[src/rtl/port_e_pkg.sv]
// Port E register map, field layout and reset values
package port_e_pkg;

    // -------------------------------------------------------------------
    // Register offsets (byte addresses)
    // -------------------------------------------------------------------
    localparam logic [3:0] OFS_PIN_LEVELS    = 4'h0;
    localparam logic [3:0] OFS_OUTPUT_LATCH  = 4'h4;
    localparam logic [3:0] OFS_DIR_STATUS    = 4'h8;
    localparam logic [3:0] OFS_SLAVE_CONTROL = 4'hC;

    // -------------------------------------------------------------------
    // Direction/status field positions
    // -------------------------------------------------------------------
    localparam int BIT_INPUT_FULL  = 7;
    localparam int BIT_OUTPUT_FULL = 6;
    localparam int BIT_OVERFLOW    = 5;
    localparam int BIT_SLAVE_MODE  = 4;

    // -------------------------------------------------------------------
    // Slave-control register fields
    // -------------------------------------------------------------------
    localparam int BIT_PWM_MULTI    = 4;
    localparam int BIT_IRQ_FLAG     = 5;

    // -------------------------------------------------------------------
    // Reset values and the digital threshold
    // -------------------------------------------------------------------
    localparam logic [7:0] RST_DIR_STATUS   = 8'h07;
    localparam logic [2:0] RST_LATCH        = 3'h0;
    localparam logic [3:0] RST_ANALOG_CFG   = 4'h0;
    localparam logic [3:0] ANALOG_DIGITAL_MIN = 4'hA;

    // -------------------------------------------------------------------
    // AXI responses
    // -------------------------------------------------------------------
    localparam logic [1:0] RESP_OKAY   = 2'b00;
    localparam logic [1:0] RESP_SLVERR = 2'b10;

    // Pins of the three configurable lines, as one group
    typedef struct packed {
        logic [2:0] out;
        logic [2:0] oe_n;
    } pin_drive_s;

endpackage : port_e_pkg

[src/rtl/port_e_gpio.sv]
// Port E GPIO with parallel-slave status, AXI4-Lite register slave
//
// Behaviour
// - Four pins: three bidirectional, one input
// - Analog-configured pins read as zero
// - Direction 1 tristates, 0 drives latch
// - Direction bits govern drivers even when analog
// - Reset leaves pins zero to two analog
// - Latch reads return latch, not pins
// - Outputs ignore analog; analog kills input path
// - Pin three input; master clear when configured
// - Small package: only pin three, if clear off
// - Unimplemented register bits read zero
// - Direction register bit three reads zero
// - Input-full is read-only receive status
// - Output-full is read-only transmit status
// - Overflow sets on write while full
// - Mode bit selects slave or GPIO
// - Slave mode: pins become read, write, select
// - Slave needs no multi-PWM, digital config
// - Host write ends: set input-full, interrupt flag
// - Host read: drive data, clear output-full (the code drives no data; the pins stay released)
//
// Local design decisions: the address map and the AXI4-Lite register port.
`timescale 1ns/1ps

module port_e_gpio
    import port_e_pkg::*;
#(
    parameter bit LARGE_PACKAGE = 1'b1
)(
    // Clock, reset, enable
    input  wire logic                    aclk,
    input  wire logic                    aresetn,
    input  wire logic                    clk_en,
    // AXI4-Lite write address
    input  wire logic [3:0]              s_axi_awaddr,
    input  wire logic                    s_axi_awvalid,
    output logic                         s_axi_awready,
    // AXI4-Lite write data
    input  wire logic [31:0]             s_axi_wdata,
    input  wire logic [3:0]              s_axi_wstrb,
    input  wire logic                    s_axi_wvalid,
    output logic                         s_axi_wready,
    // AXI4-Lite write response
    output logic [1:0]                   s_axi_bresp,
    output logic                         s_axi_bvalid,
    input  wire logic                    s_axi_bready,
    // AXI4-Lite read address
    input  wire logic [3:0]              s_axi_araddr,
    input  wire logic                    s_axi_arvalid,
    output logic                         s_axi_arready,
    // AXI4-Lite read data
    output logic [31:0]                  s_axi_rdata,
    output logic [1:0]                   s_axi_rresp,
    output logic                         s_axi_rvalid,
    input  wire logic                    s_axi_rready,
    // Port pins
    input  wire logic [2:0]              pin_in,
    output pin_drive_s                   pin_drive,
    input  wire logic                    port_pin3_input_only,
    // Configuration and neighbours
    input  wire logic                    master_clear_enable_cfg,
    output logic                         master_clear_input,
    output logic                         host_write_done,
    output logic                         host_read_active,
    output logic                         slave_port_active
);

    // -------------------------------------------------------------------
    // Pin synchronisers
    // -------------------------------------------------------------------
    logic [3:0] sync_a;
    logic [3:0] sync_b;

    always_ff @(posedge aclk)
    begin
        if (!aresetn)
        begin
            sync_a <= 4'hF;
            sync_b <= 4'hF;
        end
        else if (clk_en)
        begin
            sync_a <= {port_pin3_input_only, pin_in};
            sync_b <= sync_a;
        end
    end

    // -------------------------------------------------------------------
    // Registers
    // -------------------------------------------------------------------
    logic [2:0] output_latch;
    logic [2:0] direction;
    logic       slave_port_mode_select;
    logic       input_buffer_full;
    logic       output_buffer_full;
    logic       input_buffer_overflow;
    logic       slave_port_interrupt_flag;
    logic [3:0] analog_pin_config_field;
    logic       pwm_multi_output;

    logic [3:0] wr_addr;
    logic [31:0] wr_data;
    logic [3:0] wr_strb;
    logic       have_aw;
    logic       have_w;
    logic       do_write;
    logic       do_read;

    // -------------------------------------------------------------------
    // Pin roles
    // -------------------------------------------------------------------
    logic       pins_digital;
    logic       slave_on;
    logic       rd_n;
    logic       wr_n;
    logic       cs_n;
    logic       write_active;
    logic       read_active;
    logic [3:0] pin_read;

    assign pins_digital = analog_pin_config_field >= ANALOG_DIGITAL_MIN;
    assign slave_on = LARGE_PACKAGE && slave_port_mode_select
                      && !pwm_multi_output && pins_digital
                      && (direction == 3'b111);
    assign rd_n = sync_b[0];
    assign wr_n = sync_b[1];
    assign cs_n = sync_b[2];
    assign slave_port_active = slave_on;

    // Analog pins read zero; small package lacks pins 0..2
    assign pin_read[2:0] = (LARGE_PACKAGE && pins_digital)
                           ? sync_b[2:0] : 3'b000;
    // Pin three reads only when master clear is off
    assign pin_read[3] = master_clear_enable_cfg ? 1'b0
                         : sync_b[3];
    assign master_clear_input = master_clear_enable_cfg
                                & ~sync_b[3];

    // Drivers follow direction bits whatever the analog setting
    always_comb
    begin
        pin_drive.out  = output_latch;
        pin_drive.oe_n = LARGE_PACKAGE ? direction : 3'b111;
    end

    // -------------------------------------------------------------------
    // Host strobe tracking
    // -------------------------------------------------------------------
    always_ff @(posedge aclk)
    begin
        if (!aresetn)
        begin
            write_active <= 1'b0;
            read_active  <= 1'b0;
        end
        else if (clk_en)
        begin
            write_active <= slave_on && !cs_n && !wr_n;
            read_active  <= slave_on && !cs_n && !rd_n;
        end
    end

    logic write_end;
    logic read_start;
    logic read_end;
    assign write_end  = write_active && !(slave_on && !cs_n && !wr_n);
    assign read_start = !read_active && slave_on && !cs_n && !rd_n;
    assign read_end   = read_active && !(slave_on && !cs_n && !rd_n);
    assign host_write_done  = write_end & clk_en;
    assign host_read_active = read_active;

    // -------------------------------------------------------------------
    // AXI4-Lite write channel
    // -------------------------------------------------------------------
    // No handshake while frozen, or the item would be lost
    assign s_axi_awready = clk_en && !have_aw && !s_axi_bvalid;
    assign s_axi_wready  = clk_en && !have_w && !s_axi_bvalid;
    assign do_write = have_aw && have_w && !s_axi_bvalid;

    always_ff @(posedge aclk)
    begin
        if (!aresetn)
        begin
            have_aw      <= 1'b0;
            have_w       <= 1'b0;
            wr_addr      <= 4'h0;
            wr_data      <= 32'h0000_0000;
            wr_strb      <= 4'h0;
            s_axi_bvalid <= 1'b0;
            s_axi_bresp  <= RESP_OKAY;
        end
        else if (clk_en)
        begin
            if (s_axi_awvalid && s_axi_awready)
            begin
                have_aw <= 1'b1;
                wr_addr <= s_axi_awaddr;
            end
            if (s_axi_wvalid && s_axi_wready)
            begin
                have_w  <= 1'b1;
                wr_data <= s_axi_wdata;
                wr_strb <= s_axi_wstrb;
            end
            if (do_write)
            begin
                have_aw      <= 1'b0;
                have_w       <= 1'b0;
                s_axi_bvalid <= 1'b1;
                s_axi_bresp  <= (wr_addr[1:0] == 2'b00) ? RESP_OKAY
                                : RESP_SLVERR;
            end
            else if (s_axi_bvalid && s_axi_bready)
                s_axi_bvalid <= 1'b0;
        end
    end

    logic wr_lane0;
    assign wr_lane0 = do_write && wr_strb[0];

    // -------------------------------------------------------------------
    // Software-owned bits
    // -------------------------------------------------------------------
    always_ff @(posedge aclk)
    begin
        if (!aresetn)
        begin
            output_latch           <= RST_LATCH;
            direction              <= RST_DIR_STATUS[2:0];
            slave_port_mode_select <= RST_DIR_STATUS[BIT_SLAVE_MODE];
            analog_pin_config_field <= RST_ANALOG_CFG;
            pwm_multi_output       <= 1'b0;
        end
        else if (clk_en && wr_lane0)
        begin
            // Writes to the pin-level address land in the latch
            if (wr_addr == OFS_PIN_LEVELS || wr_addr == OFS_OUTPUT_LATCH)
                output_latch <= wr_data[2:0];
            if (wr_addr == OFS_DIR_STATUS)
            begin
                direction              <= wr_data[2:0];
                slave_port_mode_select <= wr_data[BIT_SLAVE_MODE];
            end
            if (wr_addr == OFS_SLAVE_CONTROL)
            begin
                analog_pin_config_field <= wr_data[3:0];
                pwm_multi_output <= wr_data[BIT_PWM_MULTI];
            end
        end
    end

    // -------------------------------------------------------------------
    // Hardware status flags (hardware event wins over software write)
    // -------------------------------------------------------------------
    logic clr_overflow;
    logic clr_irq;
    logic sw_load_output;
    logic sw_read_input;
    assign clr_overflow = wr_lane0 && wr_addr == OFS_DIR_STATUS
                          && !wr_data[BIT_OVERFLOW];
    assign clr_irq = wr_lane0 && wr_addr == OFS_SLAVE_CONTROL
                     && !wr_data[BIT_IRQ_FLAG];
    // CPU side of the data buffers, exposed through the control register
    assign sw_load_output = wr_lane0 && wr_addr == OFS_SLAVE_CONTROL
                            && wr_data[BIT_OUTPUT_FULL];
    assign sw_read_input  = wr_lane0 && wr_addr == OFS_SLAVE_CONTROL
                            && wr_data[BIT_INPUT_FULL];

    always_ff @(posedge aclk)
    begin
        if (!aresetn)
        begin
            input_buffer_full        <= 1'b0;
            output_buffer_full       <= 1'b0;
            input_buffer_overflow    <= 1'b0;
            slave_port_interrupt_flag <= 1'b0;
        end
        else if (clk_en)
        begin
            if (write_end)
                input_buffer_full <= 1'b1;
            else if (sw_read_input)
                input_buffer_full <= 1'b0;
            // A read in progress drains a new word at once
            if (read_start || read_active)
                output_buffer_full <= 1'b0;
            else if (sw_load_output)
                output_buffer_full <= 1'b1;
            if (write_end && input_buffer_full)
                input_buffer_overflow <= 1'b1;
            else if (clr_overflow)
                input_buffer_overflow <= 1'b0;
            if (write_end || read_end)
                slave_port_interrupt_flag <= 1'b1;
            else if (clr_irq)
                slave_port_interrupt_flag <= 1'b0;
        end
    end

    // -------------------------------------------------------------------
    // AXI4-Lite read channel
    // -------------------------------------------------------------------
    logic [7:0] rd_word;
    assign s_axi_arready = clk_en && !s_axi_rvalid;
    assign do_read = s_axi_arvalid && s_axi_arready;

    always_comb
    begin
        rd_word = 8'h00;
        unique case (s_axi_araddr)
            OFS_PIN_LEVELS:    rd_word = {4'h0, pin_read};
            OFS_OUTPUT_LATCH:  rd_word = {5'h00, output_latch};
            OFS_DIR_STATUS:    rd_word = {input_buffer_full,
                                          output_buffer_full,
                                          input_buffer_overflow,
                                          slave_port_mode_select,
                                          1'b0, direction};
            OFS_SLAVE_CONTROL: rd_word = {2'b00,
                                          slave_port_interrupt_flag,
                                          pwm_multi_output,
                                          analog_pin_config_field};
            default:           rd_word = 8'h00;
        endcase
    end

    always_ff @(posedge aclk)
    begin
        if (!aresetn)
        begin
            s_axi_rvalid <= 1'b0;
            s_axi_rdata  <= 32'h0000_0000;
            s_axi_rresp  <= RESP_OKAY;
        end
        else if (clk_en)
        begin
            if (do_read)
            begin
                s_axi_rvalid <= 1'b1;
                s_axi_rdata  <= {24'h00_0000, rd_word};
                s_axi_rresp  <= (s_axi_araddr[1:0] == 2'b00) ? RESP_OKAY
                                : RESP_SLVERR;
            end
            else if (s_axi_rready)
                s_axi_rvalid <= 1'b0;
        end
    end

endmodule : port_e_gpio

[config.mk]
export PLATFORM = sky130hd
export DESIGN_NAME = port_e_gpio
export DESIGN_NICKNAME = d
export VERILOG_FILES = /design/src/rtl/port_e_pkg.sv /design/src/rtl/port_e_gpio.sv
export SDC_FILE = /design/constraint.sdc
export NUM_CORES = 1
export LEC_CHECK = 0
export BUFFER_PORTS_ARGS = -buffer_cell sky130_fd_sc_hd__buf_2
export CAP_MARGIN = 5
export CELL_PAD_IN_SITES_DETAIL_PLACEMENT = 1
export CELL_PAD_IN_SITES_GLOBAL_PLACEMENT = 1
export CORE_ASPECT_RATIO = 1.75
export CORE_MARGIN = 5
export CORE_UTILIZATION = 28
export DETAILED_ROUTE_END_ITERATION = 10
export PLACE_DENSITY_LB_ADDON = 0.1
export SLEW_MARGIN = 5
export SYNTH_ARGS = -nofsm -noshare
export SYNTH_HDL_FRONTEND = slang
export SYNTH_SLANG_ARGS = --single-unit
[constraint.sdc]
create_clock -name aclk -period 2 [get_ports aclk]
set_input_delay 0.2 -clock aclk [delete_from_list [all_inputs] [get_ports aclk]]
set_output_delay 0.2 -clock aclk [all_outputs]
set_load 0.005 [all_outputs]
==> results_dict.tcl <==
set metrics [dict create \
    synth_top_area_cell "dfxtp_1" \
    cts.repair.resized 0 \
    r2r_cells 4 \
    finalClockSkew_ns 0.00549 \
    holdBufCountCts 0 \
    ys_ff_latch 53 \
    synthTopCellsByCount "dfxtp_1, nand2_1, buf_4, mux2i_1, nor2b_1" \
    die_w_um 80.6 \
    p_leak_nw 1.32 \
    status "finished, final reports clean" \
    critical-path-slowest-cell "a31oi_1" \
    grt_max_degree 57 \
    grt_setup_unrepaired "false" \
    setup_slack_ns 0.305 \
    wl_per_cell_um 14.6 \
    hold_viol 0 \
    antenna_cells 0 \
    synthToLayoutAreaGrowth_pct 19.9 \
    die_h_um 134 \
    rows 45 \
    crit_start "analog_pin_config_field[1]" \
    synth_flop_cell "dfxtp_1" \
    grt_pass1_wl_mm 10.2 \
    r2r-start "s_axi_bvalid" \
    place_congestion 0.760 \
    fin_crit_ns 1.69 \
    synth.most_common_cell "dfxtp_1" \
    fin_nets 378 \
    synth_top_family_by_area "simple AND/OR/NAND/NOR gates" \
    synth_xor_area_share_pct 0 \
    cp-end-kind "primary output" \
    hp-class "in2reg" \
    cts_made_buffers 5 \
    hpwl_mm 4.93 \
    drv_slew 0 \
    crit_required_ns 1.80 \
    synth_compound_area_share_pct 11.5 \
    ys_seq_area_share_pct 43.5 \
    postCtsSetupRepairBufs 0 \
    tightest_slew_ns 0.539 \
    maxCapViolCount 0 \
    portBuffers 54 \
    cpPeakStageDelay_ns 0.40 \
    path_clk_slew_ns 0.07 \
    ant_nets 0 \
    synth_cell_types 39 \
    die-area_um2 10800 \
    critical_path_depth 3 \
    timing.rr.end "slave_port_interrupt_flag" \
    crit_buf_inv 1 \
    synth_area_per_cell_um2 9.18 \
    yosysTopAreaCellShare_pct 43.5 \
    yosys_warnings 0 \
    path_max_fanout 4 \
    drive_gt1_share_pct 23.6 \
    cts_root_buf "clkbuf_16" \
    grtUsageTotal_pct 12.3 \
    cts_sinks 53 \
    arrival_ns 1.49 \
    synth_edf_count 0 \
    dr.first_iter.drc_count 56 \
    syn_inst 266 \
    synthAdderAreaFrac_pct 0 \
    routed_wl_mm 6.43 \
    max_freq_mhz 590 \
    setup_viol 0 \
    drtPass1Iterations 4 \
    grt_overflow 0 \
    syn_area_um2 2440 \
    irDropWorstVdd_v 0.000420 \
    synthArstFlopShare_pct 0 \
    start_kind "register" \
    htree_levels 2 \
    drc 0 \
    core-area_um2 8610 \
    crit_type "reg2out" \
    num_vias 1939 \
    post-route-util_pct 34.0 \
    synth_mux_area_share_pct 12.1 \
    fin_tns_setup_ns 0 \
    critical_path.cell_chain "o211a_1, a31oi_1, buf_2" \
    yosys-top-cells-area "dfxtp_1, mux2i_1, buf_4, nand2_1, nor2b_1" \
    synth-simple-area-share_pct 21.6 \
    maxSlewHeadroom_pct 64.0 \
    fin_crit_sh_pct 84.7 \
    antenna_found_initial 0 \
    cts_buffer_depth 2 \
    place_ws_ns 0.395 \
    viasPerCell 4.42 \
    r2r_setup_slack_ns 0.46 \
    worstSetupEndpoint "host_write_done" \
    ios 108 \
    powerDensity_nw_per_um2 784 \
    insertion_delay_ns 0.29 \
    start_util_pct 28.3 \
    grt_pass1_vias 1991 \
    cts_tree "built" \
    cp_top_family "compound AO/OA/AOI/OAI gates" \
]
[state kept, by name (all words and copies together), names as in the netlist, 3 cells and up]
signal                   count
output_latch                 3
analog_pin_config_field      4
sync_a                       4
wr_addr                      4
sync_b                       4
wr_data                      8
direction                    3
s_axi_rdata                  8
[layout by cell type (no fill, tap or decap), types with 3 or more instances in the layout]
master,netlist,layout
a21boi_0,11,11
nand3_1,5,5
o21ai_0,9,9
dfxtp_1,53,53
a22oi_1,4,4
mux2_2,5,5
a32oi_1,5,5
inv_1,4,4
nor2_1,12,12
nor3b_1,3,3
nand2_1,42,42
conb_1,1,26
buf_4,26,8
clkbuf_16,0,5
nor2b_1,21,21
o211a_1,3,3
buf_2,4,54
mux2i_1,24,24
[cells by family (layout without fill, tap and decap cells)]
kind of cell | Yosys count | after routing
AND/OR/NAND/NOR | 101 | 101
flip-flops | 53 | 53
buffers and inverters | 43 | 74
AO/OA/AOI/OAI | 39 | 39
multiplexers | 29 | 29
other | 1 | 26
[worst min path at each step]
| stage | cells past startpoint | endpoint | slack [ns] | start |
|---|---|---|---|---|
| 2_1_floorplan | 2 | sync_a[0] | 0.33 | pin_in[0] |
| 3_3_place_gp | 3 | sync_a[0] | 0.42 | pin_in[0] |
| 3_5_place_dp | 3 | sync_a[2] | 0.42 | pin_in[2] |
| 4_1_cts | 3 | sync_a[2] | 0.11 | pin_in[2] |
| 5_1_grt | 3 | sync_a[0] | 0.12 | pin_in[0] |
| 6_report | 3 | sync_a[2] | 0.11 | pin_in[2] |
[area by class of cell]
class / count / area, um2
Clock buffer: 7 / 143
Clock inverter: 1 / 30.0
Fill cell: 1057 / 5690
Inverter: 4 / 15.0
Multi-Input combinational cell: 195 / 1200
Sequential cell: 53 / 1060
Tap cell: 117 / 146
Timing Repair Buffer: 62 / 330
[tightest hold or removal path, delay by kind of cell]
family	cells	cell delay, ns
buffers and inverters	1	0.07
muxes	1	0.05
and+or+nand+nor	1	0.05
[report_power, final]
| part | internal (mW) | switching (mW) | total [mW] |
|---|---|---|---|
| Sequential | 1.08 | 0.0228 | 1.11 |
| Clock | 0.626 | 0.386 | 1.01 |
| Combinational | 0.0784 | 0.0994 | 0.178 |
| Total | 1.79 | 0.508 | 2.30 |
[metal layers]
layer | up-vias | global-route usage [%] | wire, um
met1 | 917 | 13.6 | 2500
li1 | 961 | - | -
met2 | 52 | 22.2 | 3480
met3 | 9 | 2.44 | 305
met4 | 0 | 4.98 | 138
met5 | - | 0 | 0
[per-stage QoR]
| step | total power [mW] | instances | hold WS [ns] | instance area [um2] |
|---|---|---|---|---|
| 2_1_floorplan | 1.27 | 291 | 0.328 | 2530 |
| 3_3_place_gp | 1.31 | 431 | 0.420 | 2760 |
| 3_5_place_dp | 1.31 | 431 | 0.422 | 2760 |
| 4_1_cts | 2.34 | 439 | 0.109 | 2930 |
| 5_1_grt | 2.41 | 439 | 0.117 | 2930 |
| 6_report | 2.30 | 439 | 0.115 | 2930 |
Power figures use the tool's default switching activity.
